File: src/include/wor_regs.vh
// Purpose: constants for the wake timer register block
// Assumes: 8-bit registers at their printed addresses
// Notes:   included by both design files
`ifndef WOR_TIMER_REGS_VH
`define WOR_TIMER_REGS_VH

// ****************************************************************
// register addresses
// ****************************************************************
`define WOR_ADDR_EVT0_HIGH 6'h1e
`define WOR_ADDR_EVT0_LOW  6'h1f
`define WOR_ADDR_CTRL      6'h20

// ****************************************************************
// reset values
// ****************************************************************
`define WOR_RST_EVT0_HIGH  8'h87
`define WOR_RST_EVT0_LOW   8'h6b
`define WOR_RST_CTRL       8'hf8

// ****************************************************************
// control field positions
// ****************************************************************
`define WOR_CTRL_PD_BIT    7
`define WOR_CTRL_SEL_HI    6
`define WOR_CTRL_SEL_LO    4
`define WOR_CTRL_CAL_BIT   3
`define WOR_CTRL_RES_HI    1
`define WOR_CTRL_RES_LO    0
`define WOR_CTRL_WR_MASK   8'hfb
`define FIRST_EVENT_RESOLUTION_X32        2'h1

// ****************************************************************
// timing
// ****************************************************************
`define WOR_RC_DIV         750
`define FIRST_EVENT_RESOLUTION_SHIFT      5
`define WOR_CAL_CYCLES     16'h0400
`define WOR_PRE_LAST       5'h1f

// ****************************************************************
// second-event lengths in rc periods, by code
// ****************************************************************
`define WOR_EV1_P0         6'h04
`define WOR_EV1_P1         6'h06
`define WOR_EV1_P2         6'h08
`define WOR_EV1_P3         6'h0c
`define WOR_EV1_P4         6'h10
`define WOR_EV1_P5         6'h18
`define WOR_EV1_P6         6'h20
`define WOR_EV1_P7         6'h30

`endif

File: src/design/wor_rc_tick.v
// Purpose: rc-oscillator stand-in, one enable pulse per rc period
// Assumes: clk_i is the crystal clock
// Notes:   held silent while powered down
`timescale 1ns/1ns
`default_nettype none
`include "wor_regs.vh"

module wor_rc_tick #(
	parameter DIV = `WOR_RC_DIV
) (
	input  wire clk_i,
	input  wire rst_n_i,
	input  wire run_i,
	output wire tick_o
);
	reg [9:0] cnt_ff;
	wire      last = (cnt_ff == DIV[9:0] - 10'h001);

	always @(posedge clk_i) begin
		if (!rst_n_i || !run_i) begin
			cnt_ff <= 10'h000;
		end else if (last) begin
			cnt_ff <= 10'h000;
		end else begin
			cnt_ff <= cnt_ff + 10'h001;
		end
	end

	assign tick_o = run_i & last;
endmodule
`default_nettype wire

File: src/design/wor_timer.v
// Purpose: wake-on-radio event timer with its three config registers
// Assumes: host register port is a plain synchronous strobe interface
// Notes:   rc clock modelled as crystal / 750 enable pulses
// Functional notes
// - 16-bit first-event timeout held in high and low byte registers.
// - timer ticks at crystal/750; timeout is period*count*resolution.
// - timeout bytes reset to 0x87 and 0x6b.
// - power-down bit resets to 1; clearing it powers up and calibrates.
// - second-event code 0..7 gives 4,6,8,12,16,24,32,48 periods; reset 7.
// - bit 3 enables calibration, reset value 1, debug use only.
// - resolution code 0 gives 1 period, 1 gives 32; host avoids 2,3.
`timescale 1ns/1ns
`default_nettype none
`include "wor_regs.vh"

module wor_timer #(
	parameter CAL_CYCLES = `WOR_CAL_CYCLES
) (
	input  wire       clk_i,
	input  wire       rst_n_i,
	input  wire [5:0] addr_i,
	input  wire       wr_i,
	input  wire [7:0] wdata_i,
	input  wire       rd_i,
	output reg  [7:0] rdata_o,
	output reg        rvalid_o,
	output wire       rc_osc_run_o,
	output reg        calibrating_o,
	output reg        first_event_o,
	output reg        second_event_o
);
	// ************************************************************
	// registers
	// ************************************************************
	reg [7:0] evt_high_ff;
	reg [7:0] evt_low_ff;
	reg [7:0] ctrl_ff;

	wire       pd       = ctrl_ff[`WOR_CTRL_PD_BIT];
	wire [2:0] sel      = ctrl_ff[`WOR_CTRL_SEL_HI:`WOR_CTRL_SEL_LO];
	wire       cal_en   = ctrl_ff[`WOR_CTRL_CAL_BIT];
	wire [1:0] res      = ctrl_ff[`WOR_CTRL_RES_HI:`WOR_CTRL_RES_LO];
	wire [15:0] evt0    = {evt_high_ff, evt_low_ff};

	// ************************************************************
	// second-event decode
	// ************************************************************

	function [5:0] second_periods;
		input [2:0] code;
		begin
			case (code)
			3'h0: second_periods = `WOR_EV1_P0;
			3'h1: second_periods = `WOR_EV1_P1;
			3'h2: second_periods = `WOR_EV1_P2;
			3'h3: second_periods = `WOR_EV1_P3;
			3'h4: second_periods = `WOR_EV1_P4;
			3'h5: second_periods = `WOR_EV1_P5;
			3'h6: second_periods = `WOR_EV1_P6;
			default: second_periods = `WOR_EV1_P7;
			endcase
		end
	endfunction

	// ************************************************************
	// register writes
	// ************************************************************

	always @(posedge clk_i) begin
		if (!rst_n_i) begin
			evt_high_ff <= `WOR_RST_EVT0_HIGH;
			evt_low_ff  <= `WOR_RST_EVT0_LOW;
			ctrl_ff     <= `WOR_RST_CTRL;
		end else if (wr_i) begin
			case (addr_i)
			`WOR_ADDR_EVT0_HIGH: evt_high_ff <= wdata_i;
			`WOR_ADDR_EVT0_LOW:  evt_low_ff  <= wdata_i;
			`WOR_ADDR_CTRL:      ctrl_ff <= wdata_i & `WOR_CTRL_WR_MASK;
			default: ;
			endcase
		end
	end

	// ************************************************************
	// register reads
	// ************************************************************
	// reads answer next cycle; unmapped addresses read zero
	always @(posedge clk_i) begin
		if (!rst_n_i) begin
			rdata_o  <= 8'h00;
			rvalid_o <= 1'b0;
		end else begin
			rvalid_o <= rd_i;
			case (addr_i)
			`WOR_ADDR_EVT0_HIGH: rdata_o <= evt_high_ff;
			`WOR_ADDR_EVT0_LOW:  rdata_o <= evt_low_ff;
			`WOR_ADDR_CTRL:      rdata_o <= ctrl_ff;
			default:             rdata_o <= 8'h00;
			endcase
		end
	end

	// ************************************************************
	// rc oscillator
	// ************************************************************
	assign rc_osc_run_o = ~pd;

	wire rc_tick;
	wor_rc_tick #(
		.DIV(`WOR_RC_DIV)
	) u_tick (
		.clk_i  (clk_i),
		.rst_n_i(rst_n_i),
		.run_i  (rc_osc_run_o),
		.tick_o (rc_tick)
	);

	// ************************************************************
	// calibration
	// ************************************************************

	// calibration starts on the falling edge of power-down
	reg        pd_q_ff;
	reg [15:0] cal_cnt_ff;

	reg        nxt_calibrating;
	reg [15:0] nxt_cal_cnt;

	always @* begin
		nxt_calibrating = calibrating_o;
		nxt_cal_cnt     = cal_cnt_ff;
		if (pd || !cal_en) begin
			nxt_calibrating = 1'b0;
		end else if (pd_q_ff) begin
			nxt_calibrating = 1'b1;
			nxt_cal_cnt     = CAL_CYCLES[15:0];
		end else if (calibrating_o) begin
			if (cal_cnt_ff == 16'h0001) begin
				nxt_calibrating = 1'b0;
			end
			nxt_cal_cnt = cal_cnt_ff - 16'h0001;
		end
	end

	always @(posedge clk_i) begin
		if (!rst_n_i) begin
			pd_q_ff       <= 1'b1;
			calibrating_o <= 1'b0;
			cal_cnt_ff    <= 16'h0000;
		end else begin
			pd_q_ff       <= pd;
			calibrating_o <= nxt_calibrating;
			cal_cnt_ff    <= nxt_cal_cnt;
		end
	end

	// ************************************************************
	// event timers, first in resolution units, second in rc periods
	// ************************************************************
	reg [4:0]  pre_ff;
	reg [15:0] ev0_cnt_ff;
	reg [5:0]  ev1_cnt_ff;
	reg        ev1_run_ff;

	reg [4:0]  nxt_pre;
	reg [15:0] nxt_ev0_cnt;
	reg [5:0]  nxt_ev1_cnt;
	reg        nxt_ev1_run;
	reg        nxt_second;
	// codes 2 and 3 are kept off by the host; here they act as code 0
	wire       res32   = (res == `FIRST_EVENT_RESOLUTION_X32);
	wire       unit    = rc_tick & (!res32 | (pre_ff == `WOR_PRE_LAST));
	wire       ev0_hit = unit & (ev0_cnt_ff + 16'h0001 >= evt0);

	// the second countdown runs on rc periods, not on resolution units
	always @* begin
		nxt_pre     = pre_ff;
		nxt_ev0_cnt = ev0_cnt_ff;
		nxt_ev1_cnt = ev1_cnt_ff;
		nxt_ev1_run = ev1_run_ff;
		nxt_second  = 1'b0;
		if (rc_tick) begin
			nxt_pre = res32 ? pre_ff + 5'h01 : 5'h00;
		end
		// >= so that lowering the timeout mid-count expires on the next resolution unit
		if (ev0_hit) begin
			nxt_ev0_cnt = 16'h0000;
		end else if (unit) begin
			nxt_ev0_cnt = ev0_cnt_ff + 16'h0001;
		end
		if (ev0_hit) begin
			nxt_ev1_run = 1'b1;
			nxt_ev1_cnt = second_periods(sel);
		end else if (ev1_run_ff && rc_tick) begin
			if (ev1_cnt_ff == 6'h01) begin
				nxt_ev1_run = 1'b0;
				nxt_second  = 1'b1;
			end
			nxt_ev1_cnt = ev1_cnt_ff - 6'h01;
		end
	end

	// power-down clears all event counters, so a restart begins a full period
	always @(posedge clk_i) begin
		if (!rst_n_i || pd) begin
			pre_ff         <= 5'h00;
			ev0_cnt_ff     <= 16'h0000;
			ev1_cnt_ff     <= 6'h00;
			ev1_run_ff     <= 1'b0;
			first_event_o  <= 1'b0;
			second_event_o <= 1'b0;
		end else begin
			pre_ff         <= nxt_pre;
			ev0_cnt_ff     <= nxt_ev0_cnt;
			ev1_cnt_ff     <= nxt_ev1_cnt;
			ev1_run_ff     <= nxt_ev1_run;
			first_event_o  <= ev0_hit;
			second_event_o <= nxt_second;
		end
	end
endmodule
`default_nettype wire

File: config.mk
export PLATFORM = sky130hd
export DESIGN_NAME = wor_timer
export DESIGN_NICKNAME = d
export VERILOG_FILES = /design/src/design/wor_rc_tick.v /design/src/design/wor_timer.v
export VERILOG_INCLUDE_DIRS = /design/src /design/src/include
export SDC_FILE = /design/constraint.sdc
export NUM_CORES = 1
export LEC_CHECK = 0
export BUFFER_PORTS_ARGS = -buffer_cell sky130_fd_sc_hd__buf_2
export CORE_MARGIN = 2
export CORE_UTILIZATION = 36
export CTS_BUF_LIST = sky130_fd_sc_hd__clkbuf_2 sky130_fd_sc_hd__clkbuf_4 sky130_fd_sc_hd__clkbuf_8
export CTS_CLUSTER_SIZE = 14
export DETAILED_ROUTE_END_ITERATION = 10
export PLACE_DENSITY_LB_ADDON = 0.3
export SKIP_LAST_GASP = 1
export SYNTH_ARGS = -nofsm -noshare
export SYNTH_HDL_FRONTEND = slang
export SYNTH_SLANG_ARGS = --single-unit
File: constraint.sdc
create_clock -name clk_i -period 4.3 [get_ports clk_i]
set_input_delay 0.43 -clock clk_i [delete_from_list [all_inputs] [get_ports clk_i]]
set_output_delay 0.43 -clock clk_i [all_outputs]
set_load 0.01 [all_outputs]
==> impl_metrics.ini <==
[run_status]
status = complete, no violations

[final_layout]
num-fill-cells = 1277
nets = 595
fin_util_pct = 40.6
multi_input_area_um2 = 2600
final_cell_mix = 90 x dfxtp_1, 47 x nand2_1, 47 x nor2_1
seq_area_um2 = 1800
layout_commonest_cell = dfxtp_1
areaGrowthSynthToFinish_pct = 10.5
drive_gt1_share_pct = 10.6
design_area_um2 = 5080
num_antenna_cells = 0

[synthesis]
yosysTopAreaCell = dfxtp_1
synthXorXnorAreaFrac_pct = 10.7
synth_seq_area_share_pct = 39.2
ys_ff_latch = 90
synth-simple-area-share_pct = 26.0
synthMuxAreaShare_pct = 4.14
synth_compound_area_share_pct = 8.93
yosys_warnings = 0
synth_cell_type_count = 54
synth.top_cell.area_share_pct = 39.2
synth.area.top_cells = dfxtp_1 39%, ha_1 6.8%, xor2_1 6.1%
synthFlopType = dfxtp_1
synth_area_um2 = 4590
synth_area_per_cell_um2 = 8.67
synth_fa_ha_area_share_pct = 6.81
synth_top_family_by_area = simple AND/OR/NAND/NOR gates
async_reset_ff_share_pct = 0
synth_cells = 530
synth_nets = 573
synth_enable_flop_cells = 0

[hold_path]
min-delay-start = rd_i
hold_path_class = input port to register
min_to = rvalid_o
min_path_cells = 2

[pwr]
p_per_area_nw_per_um2 = 284
ir_worst_vdd_uv = 174
p_leak_nw = 2.04

[grt]
antenna_found_initial = 0
grt_max_degree = 36
grt_pass1_vias = 3486
grt_use_total_pct = 15.8
grt_pass1_wl_um = 16900
grt_overflow = 0

[floorplanning]
fp.dieArea_um2 = 13700
io_pins = 31
core_area_um2 = 12500
rows = 41
die_x_um = 117
initial_core_util_pct = 36.7
die_y_um = 117

[routing]
drcViolationCount = 0
antenna_left = 0
vias = 3701
wirelength_um = 10100
first_pass_iters = 4
routed_via_density = 5.08
drt_iter0_markers = 133
drt-wirelength-per-cell_um = 13.9

[placed_design]
dp_hpwl_um = 7370
port_buffers = 30
placed_area_um2 = 4890
gp_congestion = 0.988
place_ws_ps = 646

[clocking]
cts_inserted_buffers = 9
cts.repair.resized = 0
cts.htree.levels = 3
cts_sinks = 90
cts_hold_buffers = 0
clkSlewWorstSetupHoldPaths_ps = 90
cts_buffer_depth = 2
cts_tree = done
clock-root-buffer = clkbuf_8
cts_setup_buffers = 0
clk_latency_ps = 370

[timing]
fin_ws_ps = 598
rsz0062_at_grt = no
fmax_mhz = 270
setup_tns_ps = 0
whs_ps = 260
hold_viol_final = 0
period_needed_ps = 3700
timing.slew.headroom_pct = 38.6
report.final.slew_viol_count = 0
setup_violations = 0
fin_worst_skew_ps = 7.01
fin_crit_sh_pct = 86.1
worstMarginPinSlew_ps = 898

[worst_setup_path]
rrSetupSlack_ps = 600
arrival_ps = 3940
timing.rr.end = ev0_cnt_ff[8]
reg2reg_depth = 12
rr_startpoint = ev0_cnt_ff[0]
crit_fanout = 18
critical_path_class = register to register
end_kind = register
start_kind = register
crit_required_ps = 4540

[job]
cap_violations = 0
-- layout make-up --
cell class                      instances  share of cell area [%]
Clock buffer                           14                    3.55
Clock inverter                          2                   0.197
Inverter                               26                    1.92
Multi-Input combinational cell        392                    51.2
Sequential cell                        90                    35.5
Tap cell                              172                    4.24
Timing Repair Buffer                   33                    3.40
-- how the worst max path moves through the flow --
| stage | start | to | slack (ps) | cells past startpoint |
|---|---|---|---|---|
| 4_1_cts | ev0_cnt_ff[0] | ev0_cnt_ff[8] | 610 | 12 |
| 5_1_grt | ev0_cnt_ff[0] | ev0_cnt_ff[10] | 340 | 12 |
| 3_3_place_gp | ev0_cnt_ff[0] | second_event_o | 770 | 12 |
| 2_1_floorplan | ev0_cnt_ff[0] | ev0_cnt_ff[1] | 870 | 12 |
| 6_report | ev0_cnt_ff[0] | ev0_cnt_ff[8] | 600 | 12 |
| 3_5_place_dp | ev0_cnt_ff[0] | ev0_cnt_ff[1] | 650 | 12 |
-- report_power, final --
| part | internal (mW) | switching (mW) |
|---|---|---|
| combinational | 0.0176 | 0.0261 |
| clock | 0.269 | 0.290 |
| sequential | 0.836 | 0.00295 |
| total | 1.12 | 0.320 |
-- cell families (layout without fill, tap and decap cells) --
| kind of cell | after synthesis | count (layout) |
|---|---|---|
| AND/OR/NAND/NOR | 234 | 234 |
| flip-flops | 90 | 90 |
| AO/OA/AOI/OAI | 58 | 58 |
| XOR/XNOR | 56 | 56 |
| buffers and inverters | 48 | 75 |
| adder cells (fa/ha/maj) | 25 | 25 |
| multiplexers | 19 | 19 |
-- synthesized netlist by cell type (18+ instances only) --
| master | number |
|---|---|
| dfxtp_1 | 90 |
| nand2_1 | 47 |
| nor2_1 | 47 |
| nand3_1 | 34 |
| xor2_1 | 32 |
| nor3_1 | 27 |
| ha_1 | 25 |
| inv_1 | 25 |
| xnor2_1 | 24 |
| mux2i_1 | 19 |
| nand4_1 | 18 |
| nor2b_1 | 18 |
-- worst max-delay path, cell delays in order (launching register included) --
cell and delay (ps):
dfxtp_1 430, ha_1 250, nand3_1 250, nor4_1 340, buf_4 180, nand2_1 60, xnor2_1 120, ha_1 290
nand4_1 130, or2_1 300, or4_4 590, a31oi_4 530, nor3_1 110
-- metal layers --
metal / routed length, µm / track usage [%] / vias up
met3: 373 / 2.73 / 18
li1: - / - / 1891
met4: 262 / 8.08 / 0
met2: 4720 / 25.1 / 61
met1: 4770 / 20.7 / 1731
met5: 0 / 0 / -
-- state kept, by name, indices dropped and copies added (netlist names), 5 cells and up --
register,flops
cal_cnt_ff,16
ctrl_ff,7
ev0_cnt_ff,16
ev1_cnt_ff,6
evt_high_ff,8
evt_low_ff,8
pre_ff,5
rdata_o,8
u_tick.cnt_ff,10
-- per-stage QoR --
step           instances  power [mW]
2_1_floorplan        530       0.885
3_3_place_gp         713       0.902
3_5_place_dp         713       0.903
4_1_cts              729        1.46
5_1_grt              729        1.51
6_report             729        1.44
Power figures use the tool's default switching activity.
